--- config.mk ---
export PLATFORM = sky130hd
export DESIGN_NAME = bpgc_gen_ctrl
export DESIGN_NICKNAME = d
export VERILOG_FILES = /design/src/hw/bpgc_pkg.sv /design/src/hw/bpgc_gen_ctrl.sv
export SDC_FILE = /design/constraint.sdc
export NUM_CORES = 1
export LEC_CHECK = 0
export BUFFER_PORTS_ARGS = -buffer_cell sky130_fd_sc_hd__buf_2
export CORE_ASPECT_RATIO = 1.75
export CORE_MARGIN = 1
export CORE_UTILIZATION = 60
export DETAILED_ROUTE_END_ITERATION = 8
export GPL_TIMING_DRIVEN = 0
export PLACE_DENSITY_LB_ADDON = 0.3
export SLEW_MARGIN = 20
export SYNTH_ARGS = -nofsm -noshare
export SYNTH_HDL_FRONTEND = slang
export SYNTH_SLANG_ARGS = --single-unit
--- constraint.sdc ---
create_clock -name mclk_i -period 7.7 [get_ports mclk_i]
set_clock_uncertainty 0.05 [all_clocks]
set_input_delay 0 -clock mclk_i [delete_from_list [all_inputs] [get_ports mclk_i]]
set_output_delay 0 -clock mclk_i [all_outputs]
set_load 0.02 [all_outputs]
--- src/hw/bpgc_pkg.sv ---
// Package with offsets, field layout, reset values and encodings of the bridge general control.
package bpgc_pkg;

  // Byte offset of the general control register in configuration space.
  localparam logic [7:0]  GC_OFFSET          = 8'hd4;

  // Field positions inside the general control register.
  localparam int          RESP_SEL_LSB       = 20;  // Slot power response select, 22:20.
  localparam int          PF_OFF_BIT         = 19;  // Plain read prefetch off.
  localparam int          L0S_LSB            = 16;  // Fast standby exit latency, 18:16.
  localparam int          L1_LSB             = 13;  // Deep standby exit latency, 15:13.
  localparam int          VC_ON_BIT          = 12;  // Virtual channel struct on, read-only.
  localparam int          STOP_D3_BIT        = 11;  // Stop secondary clocks in D3, sticky.
  localparam int          BEACON_BIT         = 10;  // Beacon enable, sticky.
  localparam int          PSCALE_LSB         = 8;   // Minimum power scale, 9:8.
  localparam int          PVALUE_LSB         = 0;   // Minimum power value, 7:0.

  // Values after reset of each field.
  localparam logic [2:0]  RESP_SEL_RST       = 3'h0;
  localparam logic        PF_OFF_RST         = 1'b0;
  localparam logic [2:0]  L0S_RST            = 3'h0;
  localparam logic [2:0]  L1_RST             = 3'h0;
  localparam logic        VC_ON_VALUE        = 1'b0;
  localparam logic        STOP_D3_RST        = 1'b0;
  localparam logic        BEACON_RST         = 1'b0;
  localparam logic [1:0]  PSCALE_RST         = 2'h2;
  localparam logic [7:0]  PVALUE_RST         = 8'h5f;

  // Slot power response select codes; 101 to 111 are reserved and act like ignore.
  localparam logic [2:0]  RESP_IGNORE        = 3'h0;
  localparam logic [2:0]  RESP_PIN           = 3'h1;
  localparam logic [2:0]  RESP_GATE_CLK      = 3'h2;
  localparam logic [2:0]  RESP_GATE_AND_PIN  = 3'h3;
  localparam logic [2:0]  RESP_REJECT        = 3'h4;

  // Power scale codes and their weight in milliwatts per unit of value.
  localparam logic [1:0]  SCALE_X1          = 2'h0;
  localparam logic [1:0]  SCALE_X0P1        = 2'h1;
  localparam logic [1:0]  SCALE_X0P01       = 2'h2;
  localparam logic [1:0]  SCALE_X0P001      = 2'h3;
  localparam logic [17:0] MW_PER_UNIT_X1    = 18'h003e8;  // 1000 mW.
  localparam logic [17:0] MW_PER_UNIT_X0P1  = 18'h00064;  // 100 mW.
  localparam logic [17:0] MW_PER_UNIT_X0P01 = 18'h0000a;  // 10 mW.
  localparam logic [17:0] MW_PER_UNIT_X0P001 = 18'h00001; // 1 mW.
  localparam int          MW_WIDTH          = 18;

  // Lower bound of latency code 001; each higher code doubles it, 111 is open ended.
  localparam int          L0S_STEP_NS       = 64;
  localparam int          L1_STEP_NS        = 1000;

  // Memory read command classes seen on the secondary bus.
  typedef enum logic [1:0] {
    BPGC_RD_PLAIN    = 2'h0,
    BPGC_RD_LINE     = 2'h1,
    BPGC_RD_MULTIPLE = 2'h3
  } bpgc_rd_cmd_t;

endpackage : bpgc_pkg

--- src/hw/bpgc_gen_ctrl.sv ---
// Bridge general control lower fields: power response, prefetch, latencies and wake control.
module bpgc_gen_ctrl #(
  parameter int NUM_SEC_CLK = 7  // Number of secondary clock outputs under this control.
) (
  // Clock and resets.
  input  wire logic                   mclk_i,                  // Bridge clock, 50 MHz.
  input  wire logic                   srst_i,                  // Power-on reset, clears all.
  input  wire logic                   pcie_fund_reset_i,       // Fundamental reset, non-sticky.
  input  wire logic                   global_reset_input_i,    // Global reset, non-sticky.

  // Configuration access.
  input  wire logic                   cfg_wr_i,                // Configuration write strobe.
  input  wire logic                   cfg_rd_i,                // Configuration read strobe.
  input  wire logic [7:0]             cfg_addr_i,              // Configuration byte address.
  input  wire logic [3:0]             cfg_byte_en_i,           // Byte enables of the access.
  input  wire logic [31:0]            cfg_wr_data_i,           // Write data.
  output logic      [31:0]            cfg_rd_data_o,           // Read data, valid with ack.
  output logic                        cfg_ack_o,               // One-cycle access answer.

  // Slot power limit messages.
  input  wire logic                   slot_limit_msg_i,        // Set slot power limit received.
  input  wire logic [7:0]             slot_limit_value_i,      // Limit value of the message.
  input  wire logic [1:0]             slot_limit_scale_i,      // Limit scale of the message.

  // Clock gating and power state.
  input  wire logic [NUM_SEC_CLK-1:0] clock_mask_i,            // Clock mask register bits.
  input  wire logic                   d3_state_i,              // Bridge is in D3.

  // Transaction verdicts.
  input  wire logic                   txn_valid_i,             // A transaction needs a verdict.
  input  wire logic                   txn_is_cfg_i,            // It is a type 0 or 1 config.
  input  wire logic                   txn_is_slot_msg_i,       // It is a set slot limit message.
  output logic                        txn_done_o,              // Verdict pulse.
  output logic                        txn_ur_o,                // Verdict: unsupported request.

  // Memory read classes.
  input  wire logic                   rd_valid_i,              // A memory read needs a class.
  input  wire logic [1:0]             rd_cmd_i,                // Read command class.
  output logic                        rd_done_o,               // Class answer pulse.
  output logic                        rd_prefetch_o,           // Read may be prefetched.

  // Power response and field copies.
  output logic                        power_exceeded_pin_o,    // Power override terminal.
  output logic [NUM_SEC_CLK-1:0]      sec_clk_enable_o,        // Secondary clock enables.
  output logic                        limit_exceeded_o,        // Slot limit below requirement.
  output logic [bpgc_pkg::MW_WIDTH-1:0] min_power_mw_o,        // Scaled requirement in mW.
  output logic [2:0]                  cap_fast_standby_latency_o,  // Capability copy.
  output logic [2:0]                  cap_deep_standby_latency_o,  // Capability copy.
  output logic                        stop_secondary_clocks_d3_o,  // Stop clocks in D3.
  output logic                        beacon_wake_o            // Use beacon with wake.
);

  // The clock mask register has seven writable bits, so more clocks cannot be served.
  if (NUM_SEC_CLK < 1 || NUM_SEC_CLK > 7) begin : g_check
    $error("NUM_SEC_CLK must lie between 1 and 7");
  end

  // All state of the block lives in this one record.
  typedef struct packed {
    // Writable fields of the register.
    logic [2:0]                  resp_sel;     // Slot power response select.
    logic                        pf_off;       // Plain read prefetch off.
    logic [2:0]                  l0s;          // Fast standby exit latency.
    logic [2:0]                  l1;           // Deep standby exit latency.
    logic                        stop_d3;      // Sticky clock stop in D3.
    logic                        beacon;       // Sticky beacon enable.
    logic [1:0]                  pscale;       // Minimum power scale.
    logic [7:0]                  pvalue;       // Minimum power value.

    // Slot limit tracking and power response.
    logic                        limit_seen;   // A slot limit message has arrived.
    logic [bpgc_pkg::MW_WIDTH-1:0] limit_mw;   // Latest slot limit in mW.
    logic [bpgc_pkg::MW_WIDTH-1:0] req_mw;     // Scaled requirement in mW.
    logic                        exceeded;     // Limit below requirement.
    logic                        pin;          // Power override terminal.
    logic [NUM_SEC_CLK-1:0]      clk_en;       // Secondary clock enables.

    // Answers of the request interfaces.
    logic [31:0]                 rd_data;      // Read data holding register.
    logic                        ack;          // Access answer.
    logic                        txn_done;     // Verdict pulse.
    logic                        txn_ur;       // Verdict value.
    logic                        rd_done;      // Read class pulse.
    logic                        rd_pf;        // Read class value.
  } bpgc_state_t;

  bpgc_state_t state_reg;   // Registered state.
  bpgc_state_t state_next;  // Next state.

  // Value after power-on reset: every field at its default, outputs idle.
  localparam bpgc_state_t STATE_RST = '{
    resp_sel:   bpgc_pkg::RESP_SEL_RST,
    pf_off:     bpgc_pkg::PF_OFF_RST,
    l0s:        bpgc_pkg::L0S_RST,
    l1:         bpgc_pkg::L1_RST,
    stop_d3:    bpgc_pkg::STOP_D3_RST,
    beacon:     bpgc_pkg::BEACON_RST,
    pscale:     bpgc_pkg::PSCALE_RST,
    pvalue:     bpgc_pkg::PVALUE_RST,
    limit_seen: 1'b0,
    limit_mw:   '0,
    req_mw:     '0,
    exceeded:   1'b0,
    pin:        1'b0,
    clk_en:     '1,
    rd_data:    '0,
    ack:        1'b0,
    txn_done:   1'b0,
    txn_ur:     1'b0,
    rd_done:    1'b0,
    rd_pf:      1'b0
  };

  // Turns a value and a scale code into milliwatts; the largest result is 255000.
  function automatic logic [bpgc_pkg::MW_WIDTH-1:0] scale_mw(input logic [7:0] value,
                                                             input logic [1:0] scale);
    logic [bpgc_pkg::MW_WIDTH-1:0] wide;
    logic [bpgc_pkg::MW_WIDTH-1:0] weight;
    // Weights are whole milliwatts, so nothing is rounded.
    wide = {10'h000, value};
    unique case (scale)
      bpgc_pkg::SCALE_X1:     weight = bpgc_pkg::MW_PER_UNIT_X1;
      bpgc_pkg::SCALE_X0P1:   weight = bpgc_pkg::MW_PER_UNIT_X0P1;
      bpgc_pkg::SCALE_X0P01:  weight = bpgc_pkg::MW_PER_UNIT_X0P01;
      bpgc_pkg::SCALE_X0P001: weight = bpgc_pkg::MW_PER_UNIT_X0P001;
    endcase
    scale_mw = wide * weight;
  endfunction : scale_mw

  logic gc_hit;       // Access addresses the general control register.
  logic soft_reset;   // Fundamental or global reset, which spares sticky bits.
  logic gate_clocks;  // Masked clocks are to be stopped.
  logic drive_pin;    // Power override terminal is to be asserted.
  logic reject;       // Non-config traffic is to be refused.

  // Decode and reset sources from the inputs; the power response from registered state.
  always_comb begin
    // The hit ignores the byte within the word.
    gc_hit      = (cfg_addr_i[7:2] == bpgc_pkg::GC_OFFSET[7:2]);
    soft_reset  = pcie_fund_reset_i | global_reset_input_i;
    // Only codes 001 to 100 act, and only while the limit is exceeded; 000 and the
    // reserved codes leave the bridge blind to the slot limit.
    gate_clocks = state_reg.exceeded &&
                  ((state_reg.resp_sel == bpgc_pkg::RESP_GATE_CLK) ||
                   (state_reg.resp_sel == bpgc_pkg::RESP_GATE_AND_PIN));
    drive_pin   = state_reg.exceeded &&
                  ((state_reg.resp_sel == bpgc_pkg::RESP_PIN) ||
                   (state_reg.resp_sel == bpgc_pkg::RESP_GATE_AND_PIN));
    reject      = state_reg.exceeded &&
                  (state_reg.resp_sel == bpgc_pkg::RESP_REJECT);
  end

  // Next-state logic for fields, limit tracking and every output.
  always_comb begin
    state_next = state_reg;

    // Configuration writes update the writable fields byte by byte; the read-only
    // virtual channel bit has no storage, so a write to it simply falls away.
    if (cfg_wr_i && gc_hit) begin
      // Byte 0: power value.
      if (cfg_byte_en_i[0]) begin
        state_next.pvalue = cfg_wr_data_i[bpgc_pkg::PVALUE_LSB +: 8];
      end
      // Byte 1: scale, wake, clock stop, deep standby.
      if (cfg_byte_en_i[1]) begin
        state_next.pscale  = cfg_wr_data_i[bpgc_pkg::PSCALE_LSB +: 2];
        state_next.beacon  = cfg_wr_data_i[bpgc_pkg::BEACON_BIT];
        state_next.stop_d3 = cfg_wr_data_i[bpgc_pkg::STOP_D3_BIT];
        state_next.l1      = cfg_wr_data_i[bpgc_pkg::L1_LSB +: 3];
      end
      // Byte 2: response, prefetch, fast standby; bit 23 unused.
      if (cfg_byte_en_i[2]) begin
        state_next.l0s      = cfg_wr_data_i[bpgc_pkg::L0S_LSB +: 3];
        state_next.pf_off   = cfg_wr_data_i[bpgc_pkg::PF_OFF_BIT];
        state_next.resp_sel = cfg_wr_data_i[bpgc_pkg::RESP_SEL_LSB +: 3];
      end
    end

    // Reads return the stored fields one cycle later; other addresses read zero.
    state_next.ack     = cfg_wr_i | cfg_rd_i;
    state_next.rd_data = '0;
    if (cfg_rd_i && gc_hit) begin
      state_next.rd_data[bpgc_pkg::RESP_SEL_LSB +: 3] = state_reg.resp_sel;
      state_next.rd_data[bpgc_pkg::PF_OFF_BIT]        = state_reg.pf_off;
      state_next.rd_data[bpgc_pkg::L0S_LSB +: 3]      = state_reg.l0s;
      state_next.rd_data[bpgc_pkg::L1_LSB +: 3]       = state_reg.l1;
      // Bit 12 has no storage and always reads zero.
      state_next.rd_data[bpgc_pkg::VC_ON_BIT]         = bpgc_pkg::VC_ON_VALUE;
      state_next.rd_data[bpgc_pkg::STOP_D3_BIT]       = state_reg.stop_d3;
      state_next.rd_data[bpgc_pkg::BEACON_BIT]        = state_reg.beacon;
      state_next.rd_data[bpgc_pkg::PSCALE_LSB +: 2]   = state_reg.pscale;
      state_next.rd_data[bpgc_pkg::PVALUE_LSB +: 8]   = state_reg.pvalue;
    end

    // The newest slot limit message replaces the previous limit.
    if (slot_limit_msg_i) begin
      state_next.limit_seen = 1'b1;
      state_next.limit_mw   = scale_mw(slot_limit_value_i, slot_limit_scale_i);
    end

    // The requirement and the comparison are each one register deep, which keeps
    // the multiplier off the path to the outputs at the cost of two cycles of lag.
    state_next.req_mw   = scale_mw(state_reg.pvalue, state_reg.pscale);
    // Until a limit has been received the slot is not judged to be short of power.
    state_next.exceeded = state_reg.limit_seen &&
                          (state_reg.limit_mw < state_reg.req_mw);

    // Power override terminal.
    state_next.pin = drive_pin;

    // Each clock runs unless its mask bit is set under clock gating, or the clock
    // stop bit is set while in D3.
    // The D3 stop covers every clock, masked or not.
    for (int i = 0; i < NUM_SEC_CLK; i++) begin
      state_next.clk_en[i] = !((gate_clocks && clock_mask_i[i]) ||
                               (d3_state_i && state_reg.stop_d3));
    end

    // Transaction verdict: refused only under code 100, and never for config
    // cycles or slot limit messages, so software can always recover the bridge.
    state_next.txn_done = txn_valid_i;
    state_next.txn_ur   = txn_valid_i && reject &&
                          !txn_is_cfg_i && !txn_is_slot_msg_i;

    // Read class: line and multiple always prefetch; plain reads only when allowed.
    state_next.rd_done = rd_valid_i;
    state_next.rd_pf   = rd_valid_i &&
                         ((rd_cmd_i != bpgc_pkg::BPGC_RD_PLAIN) ||
                          !state_reg.pf_off);

    // Fundamental and global resets restore every non-sticky field and leave the
    // clock stop and beacon bits alone, as they must survive on auxiliary power.
    // A field write in the same cycle loses to the reset.
    if (soft_reset) begin
      state_next.resp_sel = bpgc_pkg::RESP_SEL_RST;
      state_next.pf_off   = bpgc_pkg::PF_OFF_RST;
      state_next.l0s      = bpgc_pkg::L0S_RST;
      state_next.l1       = bpgc_pkg::L1_RST;
      state_next.pscale   = bpgc_pkg::PSCALE_RST;
      state_next.pvalue   = bpgc_pkg::PVALUE_RST;
      state_next.stop_d3  = state_reg.stop_d3;
      state_next.beacon   = state_reg.beacon;
    end
  end

  // State register; the power-on reset is the only one that clears sticky bits.
  always_ff @(posedge mclk_i) begin
    // Limit memory and pulses are cleared here as well.
    if (srst_i) begin
      state_reg <= STATE_RST;
    end else begin
      state_reg <= state_next;
    end
  end

  // Outputs, every one straight from the state register.
  // Bus answer.
  assign cfg_rd_data_o              = state_reg.rd_data;
  assign cfg_ack_o                  = state_reg.ack;
  // Verdict and read class pulses.
  assign txn_done_o                 = state_reg.txn_done;
  assign txn_ur_o                   = state_reg.txn_ur;
  assign rd_done_o                  = state_reg.rd_done;
  assign rd_prefetch_o              = state_reg.rd_pf;
  // Power response levels.
  assign power_exceeded_pin_o       = state_reg.pin;
  assign sec_clk_enable_o           = state_reg.clk_en;
  assign limit_exceeded_o           = state_reg.exceeded;
  assign min_power_mw_o             = state_reg.req_mw;
  // The latency codes pass unchanged; code n above zero spans step*2^(n-1) up to
  // double that, and the top code is open ended.
  assign cap_fast_standby_latency_o = state_reg.l0s;
  assign cap_deep_standby_latency_o = state_reg.l1;
  assign stop_secondary_clocks_d3_o = state_reg.stop_d3;
  assign beacon_wake_o              = state_reg.beacon;

endmodule : bpgc_gen_ctrl

==> results.json <==
{
  "startpoint_type": "register",
  "initial_utilization_pct": 61.16,
  "fin_crit_sh_pct": 63.97,
  "via_count": 7246,
  "grt_max_degree": 19,
  "ys.warnings.count": 0,
  "setup_viol": 0,
  "synthMuxAreaShare_pct": 1.145,
  "max_freq_mhz": 203.0,
  "synth_top_area_cell": "dfxtp_1",
  "yosysTopAreaCellShare_pct": 21.75,
  "arrival_ns": 5.09,
  "drive_gt1_share_pct": 17.98,
  "r2r-start": "state_reg[91]",
  "p_leak_nw": 5.529,
  "nNetsFinal": 1459,
  "worstSetupEndpoint": "min_power_mw_o[14]",
  "wl_per_cell_um": 15.27,
  "drv_cap": 0,
  "clockBufferDepth": 2,
  "fp-row-count": 58,
  "fin_setup_tns_ns": 0,
  "die_x_um": 93.25,
  "antennaDiodeCount": 0,
  "synth_seq_cells": 95,
  "cts_tree": "done",
  "max_slew_margin_pct": 37.13,
  "outcome": "completed",
  "cp.required_ns": 7.86,
  "cts_made_buffers": 9,
  "ant_nets": 0,
  "path_cells": "inv_1 > clkbuf_1 > and2_1 > fa_1 > fa_1 > inv_1 > fa_1 > fa_1 > inv_1 > ha_1 > a211o_1 > o32a_1 > a311oi_2 > xor2_1 > nor2_1",
  "ys.flop_type": "dfxtp_1",
  "syn_area_per_cell_um2": 8.832,
  "ctsHoldBuffers": 60,
  "synthCells": 990,
  "vdd_drop_max_uv": 156.9,
  "clock_latency_ns": 0.35,
  "hold_class": "input pin to register",
  "vias_per_cell": 5.266,
  "reg2reg_to": "min_power_mw_o[14]",
  "ys_types": 62,
  "design.core.area_um2": 14300,
  "netlist_area_um2": 8743,
  "powerDensity_nw_per_um2": 134.9,
  "drv_slew": 0,
  "first_pass_iters": 5,
  "grt_pass1_vias": 7887,
  "period_needed_ns": 4.926,
  "crit_path_top_delay_cell": "fa_1",
  "power_mw": 1.416,
  "io_pins": 147,
  "stdcell_area_um2": 10500,
  "hold_viol_final": 0,
  "slowest_delay_ns": 0.54,
  "ys_seq_area_share_pct": 21.75,
  "hpwl_um": 15580,
  "async_reset_ff_share_pct": 0,
  "grtUsageTotal_pct": 29.71,
  "antenna_found_initial": 0,
  "cts_resized": 0,
  "htreeDepth": 3,
  "root_buffer": "clkbuf_16",
  "synth_fa_ha_area_share_pct": 34.49,
  "cts_setup_buffers": 0,
  "ys_top_cells_by_count": "inv_1 (179), ha_1 (113), dfxtp_1 (95)",
  "die_y_um": 161.7,
  "layoutNonFillerInstCount": 1376,
  "placed_cell_area_um2": 9608,
  "grt_pass1_wl_um": 35160,
  "yosysMostFrequentCell": "inv_1",
  "reg2reg_depth": 15,
  "synthSimpleGateAreaFrac_pct": 17.66,
  "post-route-util_pct": 73.45,
  "area_growth_syn_to_layout_pct": 20.09,
  "reg2reg_setup_slack_ns": 2.77,
  "cp_max_fo": 10,
  "place_congestion": 0.8932,
  "dp_cells": 1300,
  "cp-startpoint": "state_reg[91]",
  "path_clk_slew_ns": 0.07,
  "wl_um": 21010,
  "crit_top_cell": "fa_1",
  "largest_reg_flops": 33,
  "worstMarginPinSlew_ns": 0.9358,
  "drc": 0,
  "drt_iter0_drc": 227,
  "synth_top_family_by_area": "adder cells",
  "synth_compound_area_share_pct": 8.586,
  "synth_edf_count": 0,
  "critPathKind": "register to register",
  "port-buffer-count": 121,
  "dieArea_um2": 15080,
  "gr-total-overflow": 0,
  "clock-sinks": 95,
  "synth_xor_area_share_pct": 2.003,
  "end_kind": "register",
  "rsz0062_at_grt": "no",
  "synthTopCellsByArea": "dfxtp_1 (22%), fa_1 (18%), ha_1 (16%)"
}
## critical path: cells and delay by family, from the launching register on
kind | cells | cell delay, ns
and+or+nand+nor | 2 | 0.37
AOI/OAI and AO/OA | 3 | 0.95
DFF | 1 | 0.40
adders and majority gates | 5 | 2.28
xor gates and xnor gates | 1 | 0.17
buffers and inverters | 4 | 0.59
## metrics by stage
stage	hold WS [ns]	worst slack, ns
floorplan	0.06582	3.237
global placement	0.1738	2.751
detailed placement	0.1812	2.734
CTS	0.02089	2.771
global route	0.06535	2.528
finish	0.04470	2.774
## where the power goes
group | internal [mW] | total (mW) | switching (mW)
logic | 0.196 | 0.449 | 0.253
registers | 0.516 | 0.530 | 0.0140
clock network | 0.228 | 0.436 | 0.209
total | 0.940 | 1.42 | 0.476
## how the worst min path moves through the flow
stage | endpoint | startpoint | depth (start not counted)
floorplan | cfg_ack_o | cfg_wr_i | 2
global placement | cfg_ack_o | cfg_wr_i | 3
detailed placement | cfg_ack_o | cfg_wr_i | 3
CTS | state_reg[90] | cfg_byte_en_i[0] | 3
global route | sec_clk_enable_o[1] | d3_state_i | 3
finish | state_reg[79] | slot_limit_msg_i | 4
## cells in the final DEF (no fill, tap or decap), types with 4 or more instances in the layout
cell	synthesis	routed
inv_1	179	179
buf_2	4	125
ha_1	113	113
dfxtp_1	95	95
fa_1	80	80
nand2_1	70	70
buf_4	63	63
dlygate4sd3_1	0	60
nor2_1	46	46
and2_1	44	44
nand3_1	37	37
nor2b_1	35	35
a21oi_1	32	32
clkbuf_1	19	20
and3_1	17	17
o21ai_0	16	16
nand2b_1	14	14
a21o_1	14	14
xor2_1	12	12
mux2i_1	10	10
conb_1	1	10
clkbuf_16	0	9
xnor2_1	8	8
a211oi_1	7	7
nor3_1	7	7
nand4_1	5	5
o21a_1	5	5
a211o_1	4	4
a31oi_1	4	4
## area by class of cell
| class | instances | area, um2 |
|---|---|---|
| buffer | 90 | 580.6 |
| inverter | 179 | 671.9 |
| clock buffer | 10 | 229.0 |
| tap | 180 | 225.2 |
| multi-input combinational | 635 | 5623 |
| fill | 994 | 3796 |
| sequential | 95 | 1902 |
| timing repair buffer | 181 | 1206 |
| clock inverter | 6 | 62.56 |
## routing by layer
layer	up-vias	wire length, um	global-route usage, %
li1	3500	-	-
met1	3451	7105	27.20
met2	196	12020	59.73
met3	99	578	3.418
met4	0	1306	17.97
met5	-	0	0
## cell families (layout without fill, tap and decap cells)
logic type / count (synthesis) / in the layout
multiplexers: 10 / 10
XOR/XNOR: 20 / 20
buffers and inverters: 269 / 466
AND/OR/NAND/NOR: 295 / 295
adder cells (fa/ha/maj): 193 / 193
flip-flops: 95 / 95
other: 1 / 10
AO/OA/AOI/OAI: 107 / 107
Power figures use the tool's default switching activity.
